$ cat src/verilog/rpm_pkg.sv
// Package with constants and types for the reader power mode control.
// Operation
// - Pins plus four mode bits choose seven states.
// - Activate pin enables regulators, oscillator, clock output.
// - Wake pin alone keeps auxiliary rail, 60 kHz.
// - Wake rising edge starts supplies like activate.
// - No activate within 100 us: back down.
// - Settled supplies switch clock output to crystal.
// - Low-power hold: low-power regulators, 100 us recovery.
// - All mode bits clear: RF off, 25 us.
// - Receive bit alone runs only the receiver.
// - Transmit bit runs both; half-power bit halves.
// - Swap bit exchanges the two RF inputs.
// - Tag response stores both signal strengths.
// - Protocol write loads receiver filter presets.
// - Transmission clears strength; reception latches peak.
`default_nettype none

package rpm_pkg;

  // Register bus geometry.
  localparam int unsigned ADDR_W = 5;
  localparam int unsigned DATA_W = 8;

  // Register offsets.
  localparam logic [4:0] OFS_CHIP_CTRL = 5'h00;
  localparam logic [4:0] OFS_PROTOCOL  = 5'h01;
  localparam logic [4:0] OFS_RX_SPEC   = 5'h0a;
  localparam logic [4:0] OFS_RSSI      = 5'h0f;

  // Field positions in the chip power and mode control register.
  localparam int unsigned BIT_HOLD  = 7;
  localparam int unsigned BIT_TX    = 5;
  localparam int unsigned BIT_HALF  = 4;
  localparam int unsigned BIT_SWAP  = 3;
  localparam int unsigned BIT_RX    = 1;

  // Values after reset.
  localparam logic [7:0] CHIP_CTRL_RST = 8'h00;
  localparam logic [7:0] PROTOCOL_RST  = 8'h00;

  // Filter presets, one per protocol group (protocol bits 4:3).
  localparam logic [7:0] RX_PRESET0 = 8'h40;
  localparam logic [7:0] RX_PRESET1 = 8'h10;
  localparam logic [7:0] RX_PRESET2 = 8'h20;
  localparam logic [7:0] RX_PRESET3 = 8'h00;

  // Timing, figures in their own units and derived cycle counts.
  localparam int unsigned CLK_HZ        = 40_000_000;
  localparam int unsigned AUX_CLK_HZ    = 60_000;
  localparam int unsigned WAKE_TMO_US   = 100;
  localparam int unsigned HOLD_RCV_US   = 100;
  localparam int unsigned IDLE_RCV_US   = 25;
  localparam int unsigned AUX_HALF_CYC  = CLK_HZ / (2 * AUX_CLK_HZ);
  localparam int unsigned WAKE_TMO_CYC  = WAKE_TMO_US * (CLK_HZ / 1_000_000);
  localparam int unsigned HOLD_RCV_CYC  = HOLD_RCV_US * (CLK_HZ / 1_000_000);
  localparam int unsigned IDLE_RCV_CYC  = IDLE_RCV_US * (CLK_HZ / 1_000_000);
  localparam int unsigned TMR_W         = 12;

  // Power state codes seen by software and by the analog side.
  typedef enum logic [2:0] {
    RPM_MODE_OFF     = 3'h0,
    RPM_MODE_PARTIAL = 3'h1,
    RPM_MODE_HOLD    = 3'h2,
    RPM_MODE_IDLE    = 3'h3,
    RPM_MODE_RXONLY  = 3'h4,
    RPM_MODE_TXHALF  = 3'h5,
    RPM_MODE_TXFULL  = 3'h6
  } rpm_mode_t;

  // Sequencer states, one-hot.
  typedef enum logic [5:0] {
    ST_OFF     = 6'h01,
    ST_AUX     = 6'h02,
    ST_START   = 6'h04,
    ST_WAKE    = 6'h08,
    ST_CONFIRM = 6'h10,
    ST_ACTIVE  = 6'h20
  } rpm_state_t;

  // Controls toward the analog front end.
  typedef struct packed {
    logic reg_en;
    logic reg_lowpwr;
    logic osc_en;
    logic aux_rail_en;
    logic clk_out_en;
    logic clk_sel_xtal;
    logic rx_en;
    logic tx_en;
    logic tx_half;
    logic input_swap;
  } rpm_pwr_ctl_t;

  // Signal-strength levels of both receivers.
  typedef struct packed {
    logic [2:0] aux;
    logic [2:0] main;
  } rpm_rssi_t;

endpackage : rpm_pkg

`default_nettype wire

$ cat src/verilog/rpm_timer.sv
// Loadable down counter used for timeouts and recovery delays.
`default_nettype none

module rpm_timer #(
  parameter int unsigned W = 12
) (
  input  wire logic         core_clk_i,
  input  wire logic         reset_n_i,
  input  wire logic         load_i,
  input  wire logic [W-1:0] load_val_i,
  input  wire logic         stop_i,
  output logic              busy_o,
  output logic              done_o
);

  logic [W-1:0] cnt_q;   // Cycles left.
  logic         busy_q;  // Counting.

  // Load wins over stop so a restart is never lost.
  always_ff @(posedge core_clk_i) begin
    if (!reset_n_i) begin
      cnt_q  <= '0;
      busy_q <= 1'b0;
    end else if (load_i) begin
      cnt_q  <= load_val_i;
      busy_q <= 1'b1;
    end else if (stop_i) begin
      busy_q <= 1'b0;
    end else if (busy_q) begin
      cnt_q <= cnt_q - 1'b1;
      // Stop after the last count so done is one cycle long.
      if (cnt_q == {{(W-1){1'b0}}, 1'b1}) begin
        busy_q <= 1'b0;
      end
    end
  end

  assign busy_o = busy_q;
  // Pulse in the cycle the count reaches its end.
  assign done_o = busy_q && !load_i && !stop_i
                  && (cnt_q == {{(W-1){1'b0}}, 1'b1});

endmodule : rpm_timer

`default_nettype wire

$ cat src/verilog/rpm_power_ctrl.sv
// Power-mode sequencer and mode registers of the reader front end.
//
// The plain strobed port was decided locally.
`default_nettype none

module rpm_power_ctrl (
  input  wire logic                  core_clk_i,
  input  wire logic                  reset_n_i,
  // Register port.
  input  wire logic [4:0]            reg_addr_i,
  input  wire logic [7:0]            reg_wdata_i,
  input  wire logic                  reg_wr_i,
  input  wire logic                  reg_rd_i,
  output logic [7:0]                 reg_rdata_o,
  // Enable pins.
  input  wire logic                  reader_en_i,
  input  wire logic                  wake_pin_i,
  // Analog status.
  input  wire logic                  settle_done_i,
  input  wire logic                  reader_tx_start_i,
  input  wire logic                  tag_resp_i,
  input  wire logic                  rx_busy_i,
  input  wire logic [2:0]            first_rf_input_lvl_i,
  input  wire logic [2:0]            second_rf_input_lvl_i,
  // Controls and status.
  output rpm_pkg::rpm_pwr_ctl_t      pwr_ctl_o,
  output rpm_pkg::rpm_mode_t         pwr_mode_o,
  output logic                       aux_clk_o,
  output logic                       full_ready_o,
  output logic [7:0]                 rx_filter_o
);
  import rpm_pkg::*;

  rpm_state_t   state_q;       // Sequencer state.
  rpm_state_t   state_d;       // Next sequencer state.
  logic [7:0]   chip_ctrl_q;   // Chip power and mode control.
  logic [7:0]   protocol_q;    // Protocol selection.
  logic [7:0]   rx_spec_q;     // Receiver special settings.
  rpm_rssi_t    rssi_q;        // Latched peak strengths.
  logic         wake_q;        // Wake pin one cycle ago.
  logic         wake_rise;     // Rising edge of the wake pin.
  logic [8:0]   aux_div_q;     // Auxiliary clock divider.
  logic         aux_clk_q;     // Auxiliary clock level.
  rpm_mode_t    mode_d;        // Decoded power mode.
  rpm_mode_t    mode_q;        // Registered power mode.
  rpm_pwr_ctl_t ctl_d;         // Next analog controls.
  rpm_pwr_ctl_t ctl_q;         // Registered analog controls.
  logic         tmo_load;      // Start confirmation timeout.
  logic         tmo_done;      // Confirmation timeout expired.
  logic         rcv_load;      // Start a recovery delay.
  logic [TMR_W-1:0] rcv_val;   // Length of that delay.
  logic         rcv_busy;      // Recovery still running.
  logic [7:0]   rdata_q;       // Read data register.

  // Larger of two strength codes, used for both receivers.
  function automatic logic [2:0] peak3(input logic [2:0] a,
                                       input logic [2:0] b);
    peak3 = (a > b) ? a : b;
  endfunction : peak3

  // Filter preset for a protocol selection.
  function automatic logic [7:0] preset_for(input logic [7:0] proto);
    case (proto[4:3])
      2'h0:    preset_for = RX_PRESET0;
      2'h1:    preset_for = RX_PRESET1;
      2'h2:    preset_for = RX_PRESET2;
      default: preset_for = RX_PRESET3;
    endcase
  endfunction : preset_for

  // Wake pin history; the pin is synchronous so one flop suffices.
  always_ff @(posedge core_clk_i) begin
    if (!reset_n_i) begin
      wake_q <= 1'b0;
    end else begin
      wake_q <= wake_pin_i;
    end
  end

  assign wake_rise = wake_pin_i && !wake_q;

  // Sequencer next state.
  always_comb begin
    state_d  = state_q;
    tmo_load = 1'b0;
    case (state_q)
      ST_OFF: begin
        if (reader_en_i) begin
          state_d = ST_START;
        end else if (wake_rise) begin
          state_d = ST_WAKE;
        end else if (wake_pin_i) begin
          // A held pin with no edge only gives the partial mode.
          state_d = ST_AUX;
        end
      end
      ST_AUX: begin
        if (reader_en_i) begin
          state_d = ST_START;
        end else if (!wake_pin_i) begin
          state_d = ST_OFF;
        end
      end
      ST_START: begin
        if (!reader_en_i) begin
          state_d = wake_pin_i ? ST_AUX : ST_OFF;
        end else if (settle_done_i) begin
          state_d = ST_ACTIVE;
        end
      end
      ST_WAKE: begin
        if (reader_en_i) begin
          state_d = ST_START;
        end else if (settle_done_i) begin
          // Clock switches now, so the timeout starts here.
          state_d  = ST_CONFIRM;
          tmo_load = 1'b1;
        end
      end
      ST_CONFIRM: begin
        if (reader_en_i) begin
          state_d = ST_ACTIVE;
        end else if (tmo_done) begin
          state_d = ST_OFF;
        end
      end
      ST_ACTIVE: begin
        if (!reader_en_i) begin
          state_d = wake_pin_i ? ST_AUX : ST_OFF;
        end
      end
      default: begin
        state_d = ST_OFF;
      end
    endcase
  end

  // Sequencer state register.
  always_ff @(posedge core_clk_i) begin
    if (!reset_n_i) begin
      state_q <= ST_OFF;
    end else begin
      state_q <= state_d;
    end
  end

  // Confirmation timeout after a wake-pin start.
  rpm_timer #(
    .W (TMR_W)
  ) u_wake_tmo (
    .core_clk_i (core_clk_i),
    .reset_n_i  (reset_n_i),
    .load_i     (tmo_load),
    .load_val_i (TMR_W'(WAKE_TMO_CYC)),
    .stop_i     (state_q != ST_CONFIRM),
    .busy_o     (),
    .done_o     (tmo_done)
  );

  // Mode decode; the hold bit masks the transmit and receive bits.
  always_comb begin
    case (state_q)
      ST_OFF:  mode_d = RPM_MODE_OFF;
      ST_AUX:  mode_d = RPM_MODE_PARTIAL;
      ST_ACTIVE: begin
        if (chip_ctrl_q[BIT_HOLD]) begin
          mode_d = RPM_MODE_HOLD;
        end else if (chip_ctrl_q[BIT_TX]) begin
          mode_d = chip_ctrl_q[BIT_HALF] ? RPM_MODE_TXHALF
                                         : RPM_MODE_TXFULL;
        end else if (chip_ctrl_q[BIT_RX]) begin
          mode_d = RPM_MODE_RXONLY;
        end else begin
          mode_d = RPM_MODE_IDLE;
        end
      end
      // Start-up phases run as in the idle mode.
      default: mode_d = RPM_MODE_IDLE;
    endcase
  end

  // Analog controls derived from state and mode.
  always_comb begin
    ctl_d              = '0;
    ctl_d.aux_rail_en  = (state_q != ST_OFF);
    ctl_d.clk_out_en   = (state_q != ST_OFF);
    ctl_d.reg_en       = (state_q != ST_OFF) && (state_q != ST_AUX);
    ctl_d.osc_en       = ctl_d.reg_en;
    ctl_d.clk_sel_xtal = (state_q == ST_CONFIRM)
                         || (state_q == ST_ACTIVE);
    ctl_d.reg_lowpwr   = (mode_d == RPM_MODE_HOLD);
    ctl_d.rx_en        = (mode_d == RPM_MODE_RXONLY)
                         || (mode_d == RPM_MODE_TXHALF)
                         || (mode_d == RPM_MODE_TXFULL);
    ctl_d.tx_en        = (mode_d == RPM_MODE_TXHALF)
                         || (mode_d == RPM_MODE_TXFULL);
    ctl_d.tx_half      = (mode_d == RPM_MODE_TXHALF);
    ctl_d.input_swap   = chip_ctrl_q[BIT_SWAP];
  end

  // Controls and mode are registered so the pins never glitch.
  always_ff @(posedge core_clk_i) begin
    if (!reset_n_i) begin
      ctl_q  <= '0;
      mode_q <= RPM_MODE_OFF;
    end else begin
      ctl_q  <= ctl_d;
      mode_q <= mode_d;
    end
  end

  // Recovery delay when leaving hold, or leaving idle for a mode other than hold.
  always_comb begin
    rcv_load = 1'b0;
    rcv_val  = TMR_W'(IDLE_RCV_CYC);
    if (mode_q == RPM_MODE_HOLD && mode_d != RPM_MODE_HOLD
        && state_q == ST_ACTIVE) begin
      rcv_load = 1'b1;
      rcv_val  = TMR_W'(HOLD_RCV_CYC);
    end else if (mode_q == RPM_MODE_IDLE && mode_d != RPM_MODE_IDLE
                 && mode_d != RPM_MODE_HOLD && state_q == ST_ACTIVE) begin
      rcv_load = 1'b1;
    end
  end

  rpm_timer #(
    .W (TMR_W)
  ) u_recover (
    .core_clk_i (core_clk_i),
    .reset_n_i  (reset_n_i),
    .load_i     (rcv_load),
    .load_val_i (rcv_val),
    .stop_i     (state_q != ST_ACTIVE),
    .busy_o     (rcv_busy),
    .done_o     ()
  );

  // Ready once active and no recovery delay is pending.
  always_ff @(posedge core_clk_i) begin
    if (!reset_n_i) begin
      full_ready_o <= 1'b0;
    end else begin
      full_ready_o <= (state_q == ST_ACTIVE) && !rcv_busy && !rcv_load;
    end
  end

  // Auxiliary clock divider; it runs only while the clock is enabled.
  always_ff @(posedge core_clk_i) begin
    if (!reset_n_i || !ctl_q.clk_out_en) begin
      aux_div_q <= '0;
      aux_clk_q <= 1'b0;
    end else if (aux_div_q == 9'(AUX_HALF_CYC - 1)) begin
      aux_div_q <= '0;
      aux_clk_q <= !aux_clk_q;
    end else begin
      aux_div_q <= aux_div_q + 9'h001;
    end
  end

  // Chip control register; new bits steer the decode next clock.
  always_ff @(posedge core_clk_i) begin
    if (!reset_n_i) begin
      chip_ctrl_q <= CHIP_CTRL_RST;
    end else if (reg_wr_i && reg_addr_i == OFS_CHIP_CTRL) begin
      // Written bits are not gated by the clock switch; software waits.
      chip_ctrl_q <= reg_wdata_i;
    end
  end

  // Protocol register; each write reloads the filter presets.
  always_ff @(posedge core_clk_i) begin
    if (!reset_n_i) begin
      protocol_q <= PROTOCOL_RST;
    end else if (reg_wr_i && reg_addr_i == OFS_PROTOCOL) begin
      protocol_q <= reg_wdata_i;
    end
  end

  // Receiver settings: preset on protocol write, refinable after.
  always_ff @(posedge core_clk_i) begin
    if (!reset_n_i) begin
      rx_spec_q <= preset_for(PROTOCOL_RST);
    end else if (reg_wr_i && reg_addr_i == OFS_PROTOCOL) begin
      rx_spec_q <= preset_for(reg_wdata_i);
    end else if (reg_wr_i && reg_addr_i == OFS_RX_SPEC) begin
      rx_spec_q <= reg_wdata_i;
    end
  end

  assign rx_filter_o = rx_spec_q;

  // Strength latch: cleared at each transmission, peak kept otherwise.
  always_ff @(posedge core_clk_i) begin
    if (!reset_n_i || reader_tx_start_i) begin
      rssi_q <= '0;
    end else if (tag_resp_i && rx_busy_i) begin
      // Swap decides which input feeds which receiver.
      if (ctl_q.input_swap) begin
        rssi_q.main <= peak3(rssi_q.main, second_rf_input_lvl_i);
        rssi_q.aux  <= peak3(rssi_q.aux, first_rf_input_lvl_i);
      end else begin
        rssi_q.main <= peak3(rssi_q.main, first_rf_input_lvl_i);
        rssi_q.aux  <= peak3(rssi_q.aux, second_rf_input_lvl_i);
      end
    end
  end

  // Read data one cycle after the strobe; unmapped reads give zero.
  always_ff @(posedge core_clk_i) begin
    if (!reset_n_i) begin
      rdata_q <= 8'h00;
    end else if (reg_rd_i) begin
      case (reg_addr_i)
        OFS_CHIP_CTRL: rdata_q <= chip_ctrl_q;
        OFS_PROTOCOL:  rdata_q <= protocol_q;
        OFS_RX_SPEC:   rdata_q <= rx_spec_q;
        OFS_RSSI:      rdata_q <= {1'b0, ctl_q.clk_sel_xtal,
                                   rssi_q.aux, rssi_q.main};
        default:       rdata_q <= 8'h00;
      endcase
    end else begin
      rdata_q <= 8'h00;
    end
  end

  assign reg_rdata_o = rdata_q;
  assign pwr_ctl_o   = ctl_q;
  assign pwr_mode_o  = mode_q;
  assign aux_clk_o   = aux_clk_q;

endmodule : rpm_power_ctrl

`default_nettype wire

$ cat config.mk
export PLATFORM = sky130hd
export DESIGN_NAME = rpm_power_ctrl
export DESIGN_NICKNAME = d
export VERILOG_FILES = /design/src/verilog/rpm_pkg.sv /design/src/verilog/rpm_timer.sv /design/src/verilog/rpm_power_ctrl.sv
export SDC_FILE = /design/constraint.sdc
export NUM_CORES = 1
export LEC_CHECK = 0
export ABC_AREA = 1
export ABC_CLOCK_PERIOD_IN_PS = 4200
export BUFFER_PORTS_ARGS = -buffer_cell sky130_fd_sc_hd__buf_4
export CAP_MARGIN = 25
export CELL_PAD_IN_SITES_DETAIL_PLACEMENT = 1
export CELL_PAD_IN_SITES_GLOBAL_PLACEMENT = 1
export CORE_MARGIN = 8
export CORE_UTILIZATION = 35
export CTS_BUF_LIST = sky130_fd_sc_hd__clkbuf_8
export DETAILED_ROUTE_END_ITERATION = 10
export GPL_ROUTABILITY_DRIVEN = 0
export GPL_TIMING_DRIVEN = 1
export PLACE_DENSITY_LB_ADDON = 0.1
export SLEW_MARGIN = 20
export SYNTH_ARGS = -nofsm -noshare
export SYNTH_HDL_FRONTEND = slang
export SYNTH_HIERARCHICAL = 1
export SYNTH_SLANG_ARGS = --single-unit
$ cat constraint.sdc
create_clock -name core_clk_i -period 4.2 [get_ports core_clk_i]
set_input_delay 0.84 -clock core_clk_i [delete_from_list [all_inputs] [get_ports core_clk_i]]
set_output_delay 0.84 -clock core_clk_i [all_outputs]
set_load 0.03 [all_outputs]
==> metrics.txt <==
Worst Path Required 4.45 ns; Die Area 0.0191 mm2; Arr. time, crit path between 2 and 3 ns; Multi-input gate area 0.00291 mm2; Layout Nets 886; Crit Path Max Fanout 14; global-route wire length before repair 25700 um; fill cell count roughly 1900; FF/Latch Area 0.00186 mm2; Tmin final roughly 2.4 ns; Core ar. 0.0146 mm2; Clock Skew between 0.008 and 0.009 ns; H-tree levels 3; Tot Pwr ~2300 uW; DR iter-0 viols 172; HPWL Detailed about 12000 um; total negative slack 0 ns; PD cells approximately 380 mW/mm2; # diodes 0; post-CTS sizing 0; Setup violations, final 0; Post-CTS Setup Bufs 0; peak supply drop between 150 and 200 uV; layout cells sized above 1 17.1%; largest net degree at the start of global routing 37; Clk pin slew, worst setup/hold paths 0.09 ns; hold-fix buffer count after cts 0; initial antenna violation count 0; HP Class flip-flop to flip-flop; Syn Area/Cell 6.85 um2; worst slew pin tran 0.675 ns; Leakage Power 0.00282 uW; num ports 60; final WL roughly 16000 um; PortBufs 59; Slew headroom 54.9%; outcome finished clean; FF-to-FF setup slack 1.79 ns; RSZ-0062 raised after global routing no; Worst Hold Margin 0.455 ns; Total GRT Usage 16.0%; detailed-route via count approximately 5000; drt drc 0; Worst-Skew Late Latency 0.38 ns; Die W 138 um; CP endpoint kind flip-flop; Final Hold Viols 0; Die Y 138 um; final core occ between 40% and 50%; Max Clk Rate 415 MHz; Crit Path Class flip-flop to flip-flop; Starting Density 35.8%; Mapped Area 0.00523 mm2; post-DR vias/cell 4.88; CTS max path bufs 2; Max-Cap Viols 0; Congestion Overflow GR 0; dpl ws 1.51 ns; # rows 44; PnR worst setup slack 1.79 ns; CTS Root Cell clkbuf_8; Final Max Tran Viols 0; Pre-antenna DRT Iters 4; Critical Path Source Type flip-flop; Routed WL per cell 15.1 um; final worst path period share 57.4%; CTS tree done; CTS sink cnt 93; TritonCTS Buffers 9; Gate Count Post-Synth 764; Post-DRT Antenna Nets 0; vias in the first global route 5162; area grow syn2layout 17.2%; synth warn 6
## cells in the final DEF, fill, tap and decap left out, drive strengths merged, types with 5 or more instances in the layout
master / count
nand2: 169
nor2: 147
inv: 107
dfxtp: 93
buf: 61
nand3: 56
o21ai: 48
a21oi: 37
conb: 20
nand4: 18
ha: 18
clkbuf: 10
a31oi: 10
nor3: 8
a22o: 5
clkinv: 5
## layout make-up
type                       instances  share of cell area [%]
clock inverter                     6                    1.80
sequential                        93                    30.4
inverter                         111                    6.92
clock buffer                      10                    2.25
timing repair buffer              61                    7.47
multi-input combinational        563                    47.4
tap                              184                    3.76
## state kept, by name, indices dropped and copies added, names as in the netlist, 3 cells and up
name / flops
pwr_ctl_o: 8
aux_div_q: 9
u_recover/cnt_q: 12
state_q: 6
rx_filter_o: 8
rssi_q: 6
reg_rdata_o: 8
u_wake_tmo/cnt_q: 12
protocol_q: 8
chip_ctrl_q: 8
pwr_mode_o: 3
## per-layer routing
metal  track usage (%)  vias to the layer above  share of wire, %
met5                 0                        -                 0
met4              5.61                        0               1.4
met3              2.95                       13               3.0
met2              26.8                       63                48
met1              20.2                     2358                48
li1                  -                     2579                 -
## worst max-delay path, cell delays in order, from the launching register on
cell and delay, ns:
dfxtp_1 0.37, nor2_4 0.29, nand3_2 0.17, nor3_1 0.16, buf_4 0.23, inv_2 0.13, nand4_1 0.13, nor4_2 0.05
and2_1 0.13, nor2_1 0.09, nand4_1 0.12, nand2_2 0.12, inv_1 0.05, nand2_1 0.07, nor2_1 0.04, nand2_1 0.06
nand3_1 0.06
## path summary, 6_finish.rpt
path / startpoint / endpoint / depth (start not counted)
worst max-delay path: state_q[0] / state_q[0] / 16
worst min-delay path: protocol_q[7] / protocol_q[7] / 2
worst max register to register: state_q[0] / state_q[0] / 16
worst min register to register: protocol_q[7] / protocol_q[7] / 2
## report_power, final
group	internal (uW)	switching, uW	leakage [uW]
sequential	932	60.4	0.000753
combinational	195	398	0.00195
clock	411	334	0.000119
total	1540	792	0.00282
## stage by stage
stage               instances  cell area (um2)
floorplan                 782             5300
global placement         1012             5880
detailed placement       1012             5880
CTS                      1028             6130
global route             1028             6130
finish                   1028             6130
Note: power is estimated with default switching activity, not from simulation.
